[config.mk]
export PLATFORM = sky130hd
export DESIGN_NAME = relay_driver_diag
export DESIGN_NICKNAME = d
export VERILOG_FILES = /design/src/core/relay_diag_pkg.sv /design/src/core/fault_filter.sv /design/src/core/relay_driver_diag.sv
export VERILOG_INCLUDE_DIRS = /design/src /design/src/core
export SDC_FILE = /design/constraint.sdc
export NUM_CORES = 1
export LEC_CHECK = 0
export ABC_AREA = 1
export BUFFER_PORTS_ARGS = -buffer_cell sky130_fd_sc_hd__buf_2
export CAP_MARGIN = 15
export CORE_MARGIN = 2
export CORE_UTILIZATION = 45
export CTS_BUF_LIST = sky130_fd_sc_hd__clkbuf_8
export DETAILED_ROUTE_END_ITERATION = 12
export PLACE_DENSITY = 0.65
export RECOVER_POWER = 50
export SLEW_MARGIN = 20
export SYNTH_ARGS = -nofsm -noshare
export SYNTH_HDL_FRONTEND = slang
export SYNTH_HIERARCHICAL = 1
export SYNTH_SLANG_ARGS = --single-unit
[constraint.sdc]
create_clock -name SYS_CLK -period 1.4 [get_ports SYS_CLK]
set_input_delay 0 -clock SYS_CLK [delete_from_list [all_inputs] [get_ports SYS_CLK]]
set_output_delay 0 -clock SYS_CLK [all_outputs]
set_load 0.02 [all_outputs]
[src/core/relay_diag_consts.svh]
// Constants for the relay driver fault and diagnostics block.
`ifndef RELAY_DIAG_CONSTS_SVH
`define RELAY_DIAG_CONSTS_SVH

// ****************************************************************
// Geometry
// ****************************************************************
`define CH_NUM 8
`define CNT_W 16

// ****************************************************************
// Timing
// ****************************************************************
`define SYS_CLK_PERIOD_NS 50
// Fault filter time in nanoseconds, 280 us.
`define FAULT_FILTER_NS 280000
// Least time, so the cycle count rounds up.
`define FAULT_FILTER_CYCLES ((`FAULT_FILTER_NS + `SYS_CLK_PERIOD_NS - 1) / `SYS_CLK_PERIOD_NS)

// ****************************************************************
// Synchroniser bit positions and reset value
// ****************************************************************
`define SY_OL_LSB 0
`define SY_OC_LSB 8
`define SY_OT 16
`define SY_PDOFF 17
`define SY_SLD 18
`define SY_DIN 19
`define SY_CS 20
`define SY_SCLK 21
`define SY_W 22
// Chip select idles high, everything else low.
`define SY_RST 22'h10_0000

`endif

[src/core/relay_diag_pkg.sv]
// Types shared by the relay driver fault and diagnostics block.
package relay_diag_pkg;
	typedef logic [7:0] chan_vec_t;
	// Serial frame states, Gray coded along idle, frame, latch.
	typedef enum logic [1:0] {
		ST_IDLE = 2'b00,
		ST_FRAME = 2'b01,
		ST_LATCH = 2'b11
	} link_state_t;
endpackage

[src/core/fault_filter.sv]
// Per-channel fault filter: qualifies a raw fault held for LEN cycles.
`include "relay_diag_consts.svh"
module fault_filter #(
	parameter logic [`CNT_W-1:0] LEN = `CNT_W'(`FAULT_FILTER_CYCLES)
) (
	input wire logic clk,
	input wire logic arst_n,
	input wire logic raw,
	output logic qual
);
	logic [`CNT_W-1:0] cnt_ff;
	logic [`CNT_W-1:0] nxt_cnt;
	logic qual_ff;
	logic nxt_qual;
	wire at_end = (cnt_ff == LEN - 16'd1);

	// restart on deassert
	// The count restarts whenever the raw condition drops, so glitches never add up.
	assign nxt_cnt = !raw ? '0 : (at_end ? cnt_ff : cnt_ff + 16'd1);
	assign nxt_qual = raw & (at_end | qual_ff);

	// Counter and qualified flag.
	always_ff @(posedge clk or negedge arst_n) begin
		if (!arst_n) begin
			cnt_ff <= '0;
			qual_ff <= 1'b0;
		end else begin
			cnt_ff <= nxt_cnt;
			qual_ff <= nxt_qual;
		end
	end
	assign qual = qual_ff;
endmodule

[src/core/relay_driver_diag.sv]
// Fault protection, diagnostics and serial link of an eight-channel relay driver.
// What this block does
// Status bit n reports channel n+1.
// Off channel: low normal, high on fault.
// On channel: high normal, low when shorted.
// Host writes, waits filter time, rewrites, reads.
// Short protection only after full filter time.
// Latch-off disabled: hold current limit until clear.
// Latch-off enabled: overloaded channel latched off.
// Latched channel re-enabled only by next word.
// Persisting short: flag released, then reasserts.
// Open-load detection only with pulldown enabled.
// Open-load checked only on off channels.
// Over-temperature: all off, flag, no filter.
// Reset clears everything, outputs off.
// Pulldowns disabled during reset.
// Latched flag on filtered short or open.
// Flag immediate on thermal shutdown.
// Flag released on chip select rise.
// Daisy chain: shared select, output to input.
// Status loaded on select fall, shifted out.
// Status cleared on select rise.
// D7..D0 to channels 8..1, latched on rise.
// Per-channel filter counter restarting on drop.
`include "relay_diag_consts.svh"
module relay_driver_diag #(
	parameter logic [`CNT_W-1:0] FILTER_CYCLES = `CNT_W'(`FAULT_FILTER_CYCLES)
) (
	input wire logic SYS_CLK,
	input wire logic ARST_N,
	input wire logic SCLK,
	input wire logic CS_N,
	input wire logic DIN,
	input wire logic SHORT_LATCHOFF_DISABLE,
	input wire logic PULLDOWN_CURRENT_DISABLE,
	input wire relay_diag_pkg::chan_vec_t OVER_CURRENT,
	input wire relay_diag_pkg::chan_vec_t OPEN_LOAD_LOW,
	input wire logic OVER_TEMP,
	output relay_diag_pkg::chan_vec_t OUT_ON,
	output relay_diag_pkg::chan_vec_t CURRENT_LIMIT,
	output relay_diag_pkg::chan_vec_t PULLDOWN_EN,
	output logic DOUT,
	output logic FLAG_O,
	output logic FLAG_OE
);
	import relay_diag_pkg::*;

	// ****************************************************************
	// Input synchronisers
	// ****************************************************************
	logic [`SY_W-1:0] sy1_ff;
	logic [`SY_W-1:0] sy2_ff;
	logic sclk_prev_ff;
	logic cs_prev_ff;
	wire [`SY_W-1:0] raw_in = {SCLK, CS_N, DIN, SHORT_LATCHOFF_DISABLE,
		PULLDOWN_CURRENT_DISABLE, OVER_TEMP, OVER_CURRENT, OPEN_LOAD_LOW};

	// Two flops on every pin; only the second stage feeds any logic.
	always_ff @(posedge SYS_CLK or negedge ARST_N) begin
		if (!ARST_N) begin
			sy1_ff <= `SY_RST;
			sy2_ff <= `SY_RST;
			sclk_prev_ff <= 1'b0;
			cs_prev_ff <= 1'b1;
		end else begin
			sy1_ff <= raw_in;
			sy2_ff <= sy1_ff;
			sclk_prev_ff <= sy2_ff[`SY_SCLK];
			cs_prev_ff <= sy2_ff[`SY_CS];
		end
	end

	// Named views of the synchronised pins and their edges.
	wire sclk_s = sy2_ff[`SY_SCLK];
	wire cs_s = sy2_ff[`SY_CS];
	wire din_s = sy2_ff[`SY_DIN];
	wire sld_s = sy2_ff[`SY_SLD];
	wire pd_off_s = sy2_ff[`SY_PDOFF];
	wire ot_s = sy2_ff[`SY_OT];
	wire chan_vec_t oc_s = sy2_ff[`SY_OC_LSB +: `CH_NUM];
	wire chan_vec_t ol_s = sy2_ff[`SY_OL_LSB +: `CH_NUM];
	wire cs_fall = cs_prev_ff & ~cs_s;
	wire cs_rise = ~cs_prev_ff & cs_s;
	wire sclk_rise = ~cs_s & ~sclk_prev_ff & sclk_s;
	wire sclk_fall = ~cs_s & sclk_prev_ff & ~sclk_s;

	// ****************************************************************
	// Serial frame control
	// ****************************************************************
	link_state_t state_ff;
	link_state_t nxt_state;
	chan_vec_t shreg_ff;
	chan_vec_t nxt_shreg;
	chan_vec_t ctrl_ff;
	chan_vec_t nxt_ctrl;
	chan_vec_t fault_ff;
	chan_vec_t nxt_fault;
	chan_vec_t latched_ff;
	chan_vec_t nxt_latched;
	logic dout_ff;
	logic nxt_dout;
	logic flag_ff;
	logic nxt_flag;
	wire latch_now = (state_ff == ST_LATCH);

	// The latch state lasts one cycle, so a rise is applied exactly once.
	always_comb begin
		nxt_state = state_ff;
		case (state_ff)
			ST_IDLE: begin
				if (cs_fall) begin
					nxt_state = ST_FRAME;
				end
			end
			ST_FRAME: begin
				if (cs_rise) begin
					nxt_state = ST_LATCH;
				end
			end
			ST_LATCH: begin
				nxt_state = cs_fall ? ST_FRAME : ST_IDLE;
			end
			default: begin
				nxt_state = ST_IDLE;
			end
		endcase
	end

	// ****************************************************************
	// Fault qualification
	// ****************************************************************
	chan_vec_t short_raw;
	chan_vec_t open_raw;
	chan_vec_t short_q;
	chan_vec_t open_q;

	// off channels only
	// pulldown must be enabled
	// The comparator is meaningless while the channel sinks current.
	assign open_raw = ol_s & ~ctrl_ff & {`CH_NUM{~pd_off_s}};
	// A short only shows while the switch is actually conducting.
	assign short_raw = oc_s & OUT_ON;

	// short filtered before protection
	// two filters per channel, short and open
	genvar gi;
	generate
		for (gi = 0; gi < `CH_NUM; gi++) begin : g_chan
			fault_filter #(.LEN(FILTER_CYCLES)) u_short (
				.clk(SYS_CLK),
				.arst_n(ARST_N),
				.raw(short_raw[gi]),
				.qual(short_q[gi])
			);
			fault_filter #(.LEN(FILTER_CYCLES)) u_open (
				.clk(SYS_CLK),
				.arst_n(ARST_N),
				.raw(open_raw[gi]),
				.qual(open_q[gi])
			);
		end
	endgenerate

	wire chan_vec_t new_fault = short_q | (open_q & ~ctrl_ff);

	// ****************************************************************
	// Shift register, control word and status
	// ****************************************************************
	// bit n is channel n+1
	// off: high on fault
	// on: low on fault
	wire chan_vec_t status_word = ctrl_ff ^ fault_ff;

	// load at fall, shift
	// input shifts through
	// One register serves both directions, so a chained part passes data on.
	assign nxt_shreg = cs_fall ? status_word :
		(sclk_rise ? {shreg_ff[6:0], din_s} : shreg_ff);
	assign nxt_dout = cs_fall ? status_word[7] :
		(sclk_fall ? shreg_ff[7] : dout_ff);

	// latch word at rise
	assign nxt_ctrl = latch_now ? shreg_ff : ctrl_ff;

	// clear status at rise
	// A fault found in the clearing cycle still lands.
	assign nxt_fault = (latch_now ? '0 : fault_ff) | new_fault;

	// latch off overloaded
	// next word re-enables
	// refilter after re-enable
	// After release the raw short restarts its filter, so the flag stays low a filter time.
	assign nxt_latched = (latch_now ? '0 : latched_ff) | (short_q & {`CH_NUM{~sld_s}});

	// flag on filtered fault
	// immediate on overtemp
	// release at rise
	assign nxt_flag = (flag_ff & ~latch_now) | (|new_fault) | ot_s;

	// async clear
	// Every latch, register and output goes to its off value on reset.
	always_ff @(posedge SYS_CLK or negedge ARST_N) begin
		if (!ARST_N) begin
			state_ff <= ST_IDLE;
			shreg_ff <= '0;
			ctrl_ff <= '0;
			fault_ff <= '0;
			latched_ff <= '0;
			dout_ff <= 1'b0;
			flag_ff <= 1'b0;
		end else begin
			state_ff <= nxt_state;
			shreg_ff <= nxt_shreg;
			ctrl_ff <= nxt_ctrl;
			fault_ff <= nxt_fault;
			latched_ff <= nxt_latched;
			dout_ff <= nxt_dout;
			flag_ff <= nxt_flag;
		end
	end

	// ****************************************************************
	// Output drive
	// ****************************************************************
	chan_vec_t out_on_ff;
	chan_vec_t limit_ff;
	chan_vec_t pd_ff;
	logic flag_o_ff;

	// overtemp all off
	// current limit mode
	// Thermal shutdown overrides both drive and current limit; limit ends with the overload.
	wire chan_vec_t nxt_on = ctrl_ff & ~latched_ff & ~nxt_latched & {`CH_NUM{~ot_s}};
	wire chan_vec_t nxt_limit = short_q & nxt_on & {`CH_NUM{sld_s}};
	// pulldowns off in reset
	wire chan_vec_t nxt_pd = ~ctrl_ff & {`CH_NUM{~pd_off_s}};

	// Registered outputs.
	always_ff @(posedge SYS_CLK or negedge ARST_N) begin
		if (!ARST_N) begin
			out_on_ff <= '0;
			limit_ff <= '0;
			pd_ff <= '0;
			flag_o_ff <= 1'b0;
		end else begin
			out_on_ff <= nxt_on;
			limit_ff <= nxt_limit;
			pd_ff <= nxt_pd;
			flag_o_ff <= 1'b0;
		end
	end

	assign OUT_ON = out_on_ff;
	assign CURRENT_LIMIT = limit_ff;
	assign PULLDOWN_EN = pd_ff;
	assign DOUT = dout_ff;
	assign FLAG_O = flag_o_ff;
	assign FLAG_OE = flag_ff;
endmodule

; Word-level counts from Yosys, hierarchy flattened
; Cells that the tools add are included.
[classes]
bitwise = 67
add_sub_neg = 16
mux = 42
eq_ne = 36
n_reduce_logical = 5
[ops]
columns = op, n
row1 = $mux W16, 32
row2 = $add A16 B1 Y16 const B, 16
row3 = $eq A16 B13 Y1 const B, 16
row4 = $and A8 B8 Y8, 11
row5 = $ne A2 B2 Y1 const B, 18
row6 = $mux W8, 4
row7 = $not A8 Y8, 3
row8 = $or A8 B8 Y8, 3
row9 = $and A1 B1 Y1, 23
row10 = $or A1 B1 Y1, 18
row11 = $not A1 Y1, 8
row12 = $reduce_or A8 Y1, 1
row13 = $xor A8 B8 Y8, 1
row14 = $pmux W2 S3, 1
row15 = $mux W2, 2
row16 = $reduce_bool A2 Y1, 2
row17 = $mux W1, 3
row18 = $eq A2 B1 Y1 const B, 1
row19 = $eq A2 B2 Y1 const B, 1
row20 = $logic_not A2 Y1, 1
row21 = $reduce_and A2 Y1, 1
[totals]
output_inout_bits = 27
input_bits = 24
wordCells = 212
regBits = 378

; Depth between registers and ports, before layout
[depth]
word_depth = 8
depth_mapped = 8
mapped_depth_nobuf = 8

; Cells and area by module
; Netlist, hierarchy kept.
[by_module_without_submodules]
columns = module, seq_area_each_um2, cells_per_inst, instances, area_per_inst_um2
row1 = fault_filter, 425.4, 152, 16, 1044.8
row2 = relay_driver_diag, 2656.3, 324, 1, 3802.4

; Worst setup path before layout
; Ideal clock, no wire load.
[synth_path]
path_type = register to register
start = register sy2_ff[17]
end = register g_chan[4].u_open.cnt_ff[14]
synth_period_minus_slack_ps = 1442
stages_incl_launch_ff = 7
arrival_ps = 1370
slack_ps = -42
required_time_ps = 1328
path_buffers = 3
setup_ps = 72
path_cell_list = dfrtp_1 clkbuf_1 buf_2 nor2_1 clkbuf_1 nand2_1 nor2_1
[synth_via]
elab_chain_cells = 3
elab_cells_between_ends = 4
cone_classes = 1 x eq/ne / 1 x mux / 2 x bitwise
[synth_rtl]
columns = element, line_no
row1 = start: declaration, relay_driver_diag.sv:52  ; logic [`SY_W-1:0] sy2_ff;
row2 = start signal: assignment, relay_driver_diag.sv:62  ; sy2_ff <= `SY_RST;
row3 = start signal: assignment, relay_driver_diag.sv:67  ; sy2_ff <= sy1_ff;
row4 = $not A1 Y1 *, relay_driver_diag.sv:140  ; assign open_raw = ol_s & ~ctrl_ff & {`CH_NUM{~pd_off_s}};
row5 = $and A8 B8 Y8 *, relay_driver_diag.sv:140
row6 = named net open_raw[4], relay_driver_diag.sv:133  ; chan_vec_t open_raw;
row7 = $ne A2 B2 Y1 (no line) or $mux W16 (tied branches), --
row8 = end signal: assignment, fault_filter.sv:28  ; cnt_ff <= nxt_cnt;
row9 = end: declaration, fault_filter.sv:11  ; logic [`CNT_W-1:0] cnt_ff;
; The timed path passes the listed nets; every way through them passes the cells marked *.
; A chain may end at the register's enable or synchronous reset.

; Final worst setup path
[layout_path]
start = register sy2_ff[17]
end = register g_chan[2].u_open.cnt_ff[10]
[layout_via]
elab_chain_cells = 3
elab_cells_between_ends = 4
cone_classes = 1 x eq/ne / 1 x mux / 2 x bitwise
[layout_rtl]
columns = element, line_no
row1 = $not A1 Y1 *, relay_driver_diag.sv:140
row2 = $and A8 B8 Y8 *, relay_driver_diag.sv:140
row3 = named net open_raw[2], relay_driver_diag.sv:133
row4 = $ne A2 B2 Y1 (no line) or $mux W16 (tied branches), --
row5 = end signal: assignment, fault_filter.sv:28
row6 = end: declaration, fault_filter.sv:11
; Marked as above.

==> qor.yml <==
grt_pass1_vias: 17900
dp_hpwl_um: 34600
die_height_um: 218
fin_hold_ws_ns: 0.0822
power.leakage_nw: 10.6
ys_warn_count: 6
grt_max_degree: 53
numCtsBuffers: 68
synthesis.nets: 2796
start_kind: "flip-flop"
place_congestion: 0.918
clock_sinks: 378
slew_violations: 0
arrival_ns: 1.91
maxSlewHeadroom_pct: 59.1
ctsLongestPathBuffers: 3
rr_startpoint: "sy2_ff[17]"
yosysTopAreaCellShare_pct: 45.7
gr-total-overflow: 0
netlist_top_cells_area: "dfrtp_1 (46%), nand2_1 (14%), nor2_1 (9.3%), nand3_1 (6.5%), inv_1 (4.9%)"
ff2ff_path_depth: 5
cts_tree: "yes"
num_antenna_cells: 0
hp-class: "input port to flip-flop"
final_common_cell: "nand2_1"
powerDensity_mw_per_mm2: 948
clk_pin_slew_ns: 0.06
totalWireLength_um: 48300
dp_cells: 3463
multi_input_area_mm2: 0.0104
rsz0062_at_grt: "true"
layout_worst_path_cycle_share_pct: 96.3
synth_area_mm2: 0.0205
synth_area_leader_cell: "dfrtp_1"
period_needed_ns: 1.35
endpoint_kind: "flip-flop"
final_hold_viol_count: 0
drt_iter0_drc: 1289
crit_end: "g_chan[2].u_open/cnt_ff[10]"
syn_inst: 2756
cap_violations: 0
mostFrequentLayoutCells: "nand2_1 (763), nor2_1 (499), dfrtp_1 (365)"
crit_required_ns: 1.97
critPathMaxFanout: 15
antenna_left: 0
viasPerCell: 5.10
drc_errors: 0
rows: 78
routedWlPerCell_um: 13.2
dr_total_vias: 18600
grt_usage_pct: 20.6
ys_ff_latch: 378
worst-setup-path-type: "flip-flop to flip-flop"
synth.distinct_cells: 35
finalSetupViolations: 0
root_buffer: "clkbuf_8"
syn_area_per_cell_um2: 7.45
area_growth_pct: 20.2
finalNetCount: 3043
portBuffers: 49
ff2ff_setup_slack_ns: 0.05
tightest_slew_ns: 0.613
grt_pass1_wl_um: 82000
dp_slack_ns: -0.265
setup_ws_ns: 0.0519
start_util_pct: 45.4
max_freq_ghz: 0.742
p_total_mw: 23.4
io_pins: 51
clk_latency_ns: 0.65
clock_skew_ns: 0.0291
die-area_mm2: 0.0473
r2r-end: "g_chan[2].u_open/cnt_ff[10]"
regArea_mm2: 0.00948
fin_cells: 3649
vdd_drop_max_mv: 0.579
antenna_found_initial: 0
ys_seq_area_share_pct: 46.1
drive_gt1_share_pct: 17.3
crit_start: "sy2_ff[17]"
fillers: 4219
core_mm2: 0.0452
status: "finished clean"
cts.htree.levels: 3
fp.dieW_um: 218
firstDrtPassIters: 5
-- stage by stage --
step	util [%]	instance area [µm²]	TNS, ns
CTS	53.1	24000	0
global route	54.6	24700	-0.395
detailed placement	49.0	22200	-7.13
finish	54.6	24700	0
floorplan	-	20500	0
global placement	49.0	22200	-0.641
-- worst min-delay path by stage --
stage / from / to / slack (ns) / cells past startpoint
3_5_place_dp: ARST_N / g_chan[1].u_short/cnt_ff[10] / -0.11 / 1
2_1_floorplan: ARST_N / CURRENT_LIMIT[0] / -0.30 / 0
5_1_grt: OPEN_LOAD_LOW[5] / sy1_ff[5] / 0.05 / 2
6_report: OPEN_LOAD_LOW[5] / sy1_ff[5] / 0.08 / 2
4_1_cts: OPEN_LOAD_LOW[5] / sy1_ff[5] / 0.02 / 2
3_3_place_gp: ARST_N / g_chan[1].u_short/cnt_ff[10] / -0.11 / 1
-- area by class of cell --
type	instances	share of cell area (%)
clock buffers	86	4.80
well taps	600	3.04
repair buffers	201	6.58
inverters	271	4.16
clock inverters	30	0.862
multi-input cells	2083	42.1
flip-flops and latches	378	38.4
-- registers in the layout, summed over array words and instances, names as in the netlist, 22 cells and up --
name / flops
g_chan.u_open/cnt_ff: 128
g_chan.u_short/cnt_ff: 128
sy1_ff: 22
sy2_ff: 22
-- critical path: stages (launching register included) --
cell and delay, ns:
dfrtp_2 0.39, clkbuf_4 0.20, nor2_1 0.16, buf_6 0.19, inv_1 0.13, nor3_1 0.19
-- metal layers --
| layer | global-route usage [%] | vias up | share of wire [%] |
|---|---|---|---|
| li1 | - | 9348 | - |
| met1 | 27.4 | 8793 | 46 |
| met2 | 33.7 | 379 | 47 |
| met3 | 4.09 | 100 | 4.4 |
| met4 | 6.87 | 0 | 2.3 |
| met5 | 0 | - | 0 |
-- where the power goes --
part / total [mW] / internal (mW) / switching, mW
logic: 1.43 / 0.529 / 0.898
registers: 11.3 / 11.2 / 0.161
clock network: 10.6 / 5.79 / 4.85
-- kinds of logic (layout without fill, tap and decap cells) --
logic type	Yosys count	after routing	share of synthesized area, %
xor+xnor	16	16	0.683
compound gates	144	144	4.45
flops	378	378	46.1
buf+inv	295	588	5.57
fa+ha+maj	16	16	0.976
other cells	1	1	0.0183
simple gates	1906	1906	42.2
-- synthesized netlist by cell type, drive strengths merged --
cell    instances
nand3b          1
o21ai          56
dfrtp         375
ha             16
a21oi          45
or2            32
nand2         832
nor2b          16
nor2          574
buf             7
o22ai           8
clkbuf         17
nor3           73
inv           270
a31oi          16
o21bai         17
conb            1
nand4          96
clkinv          1
xor2           16
o211ai          2
dfstp           3
nand3         282
-- what timing repair did --
item / CTS / global route
gates resized for setup: 2 / 122
endpoints found under the setup margin: 111 / 160
hold buffers: 45 / 0
pin swaps: 0 / 37
cloned: 0 / 1
endpoints found under the hold margin: 400 / 0
buffers inserted: 0 / 24
Note: power is estimated with default switching activity, not from simulation.
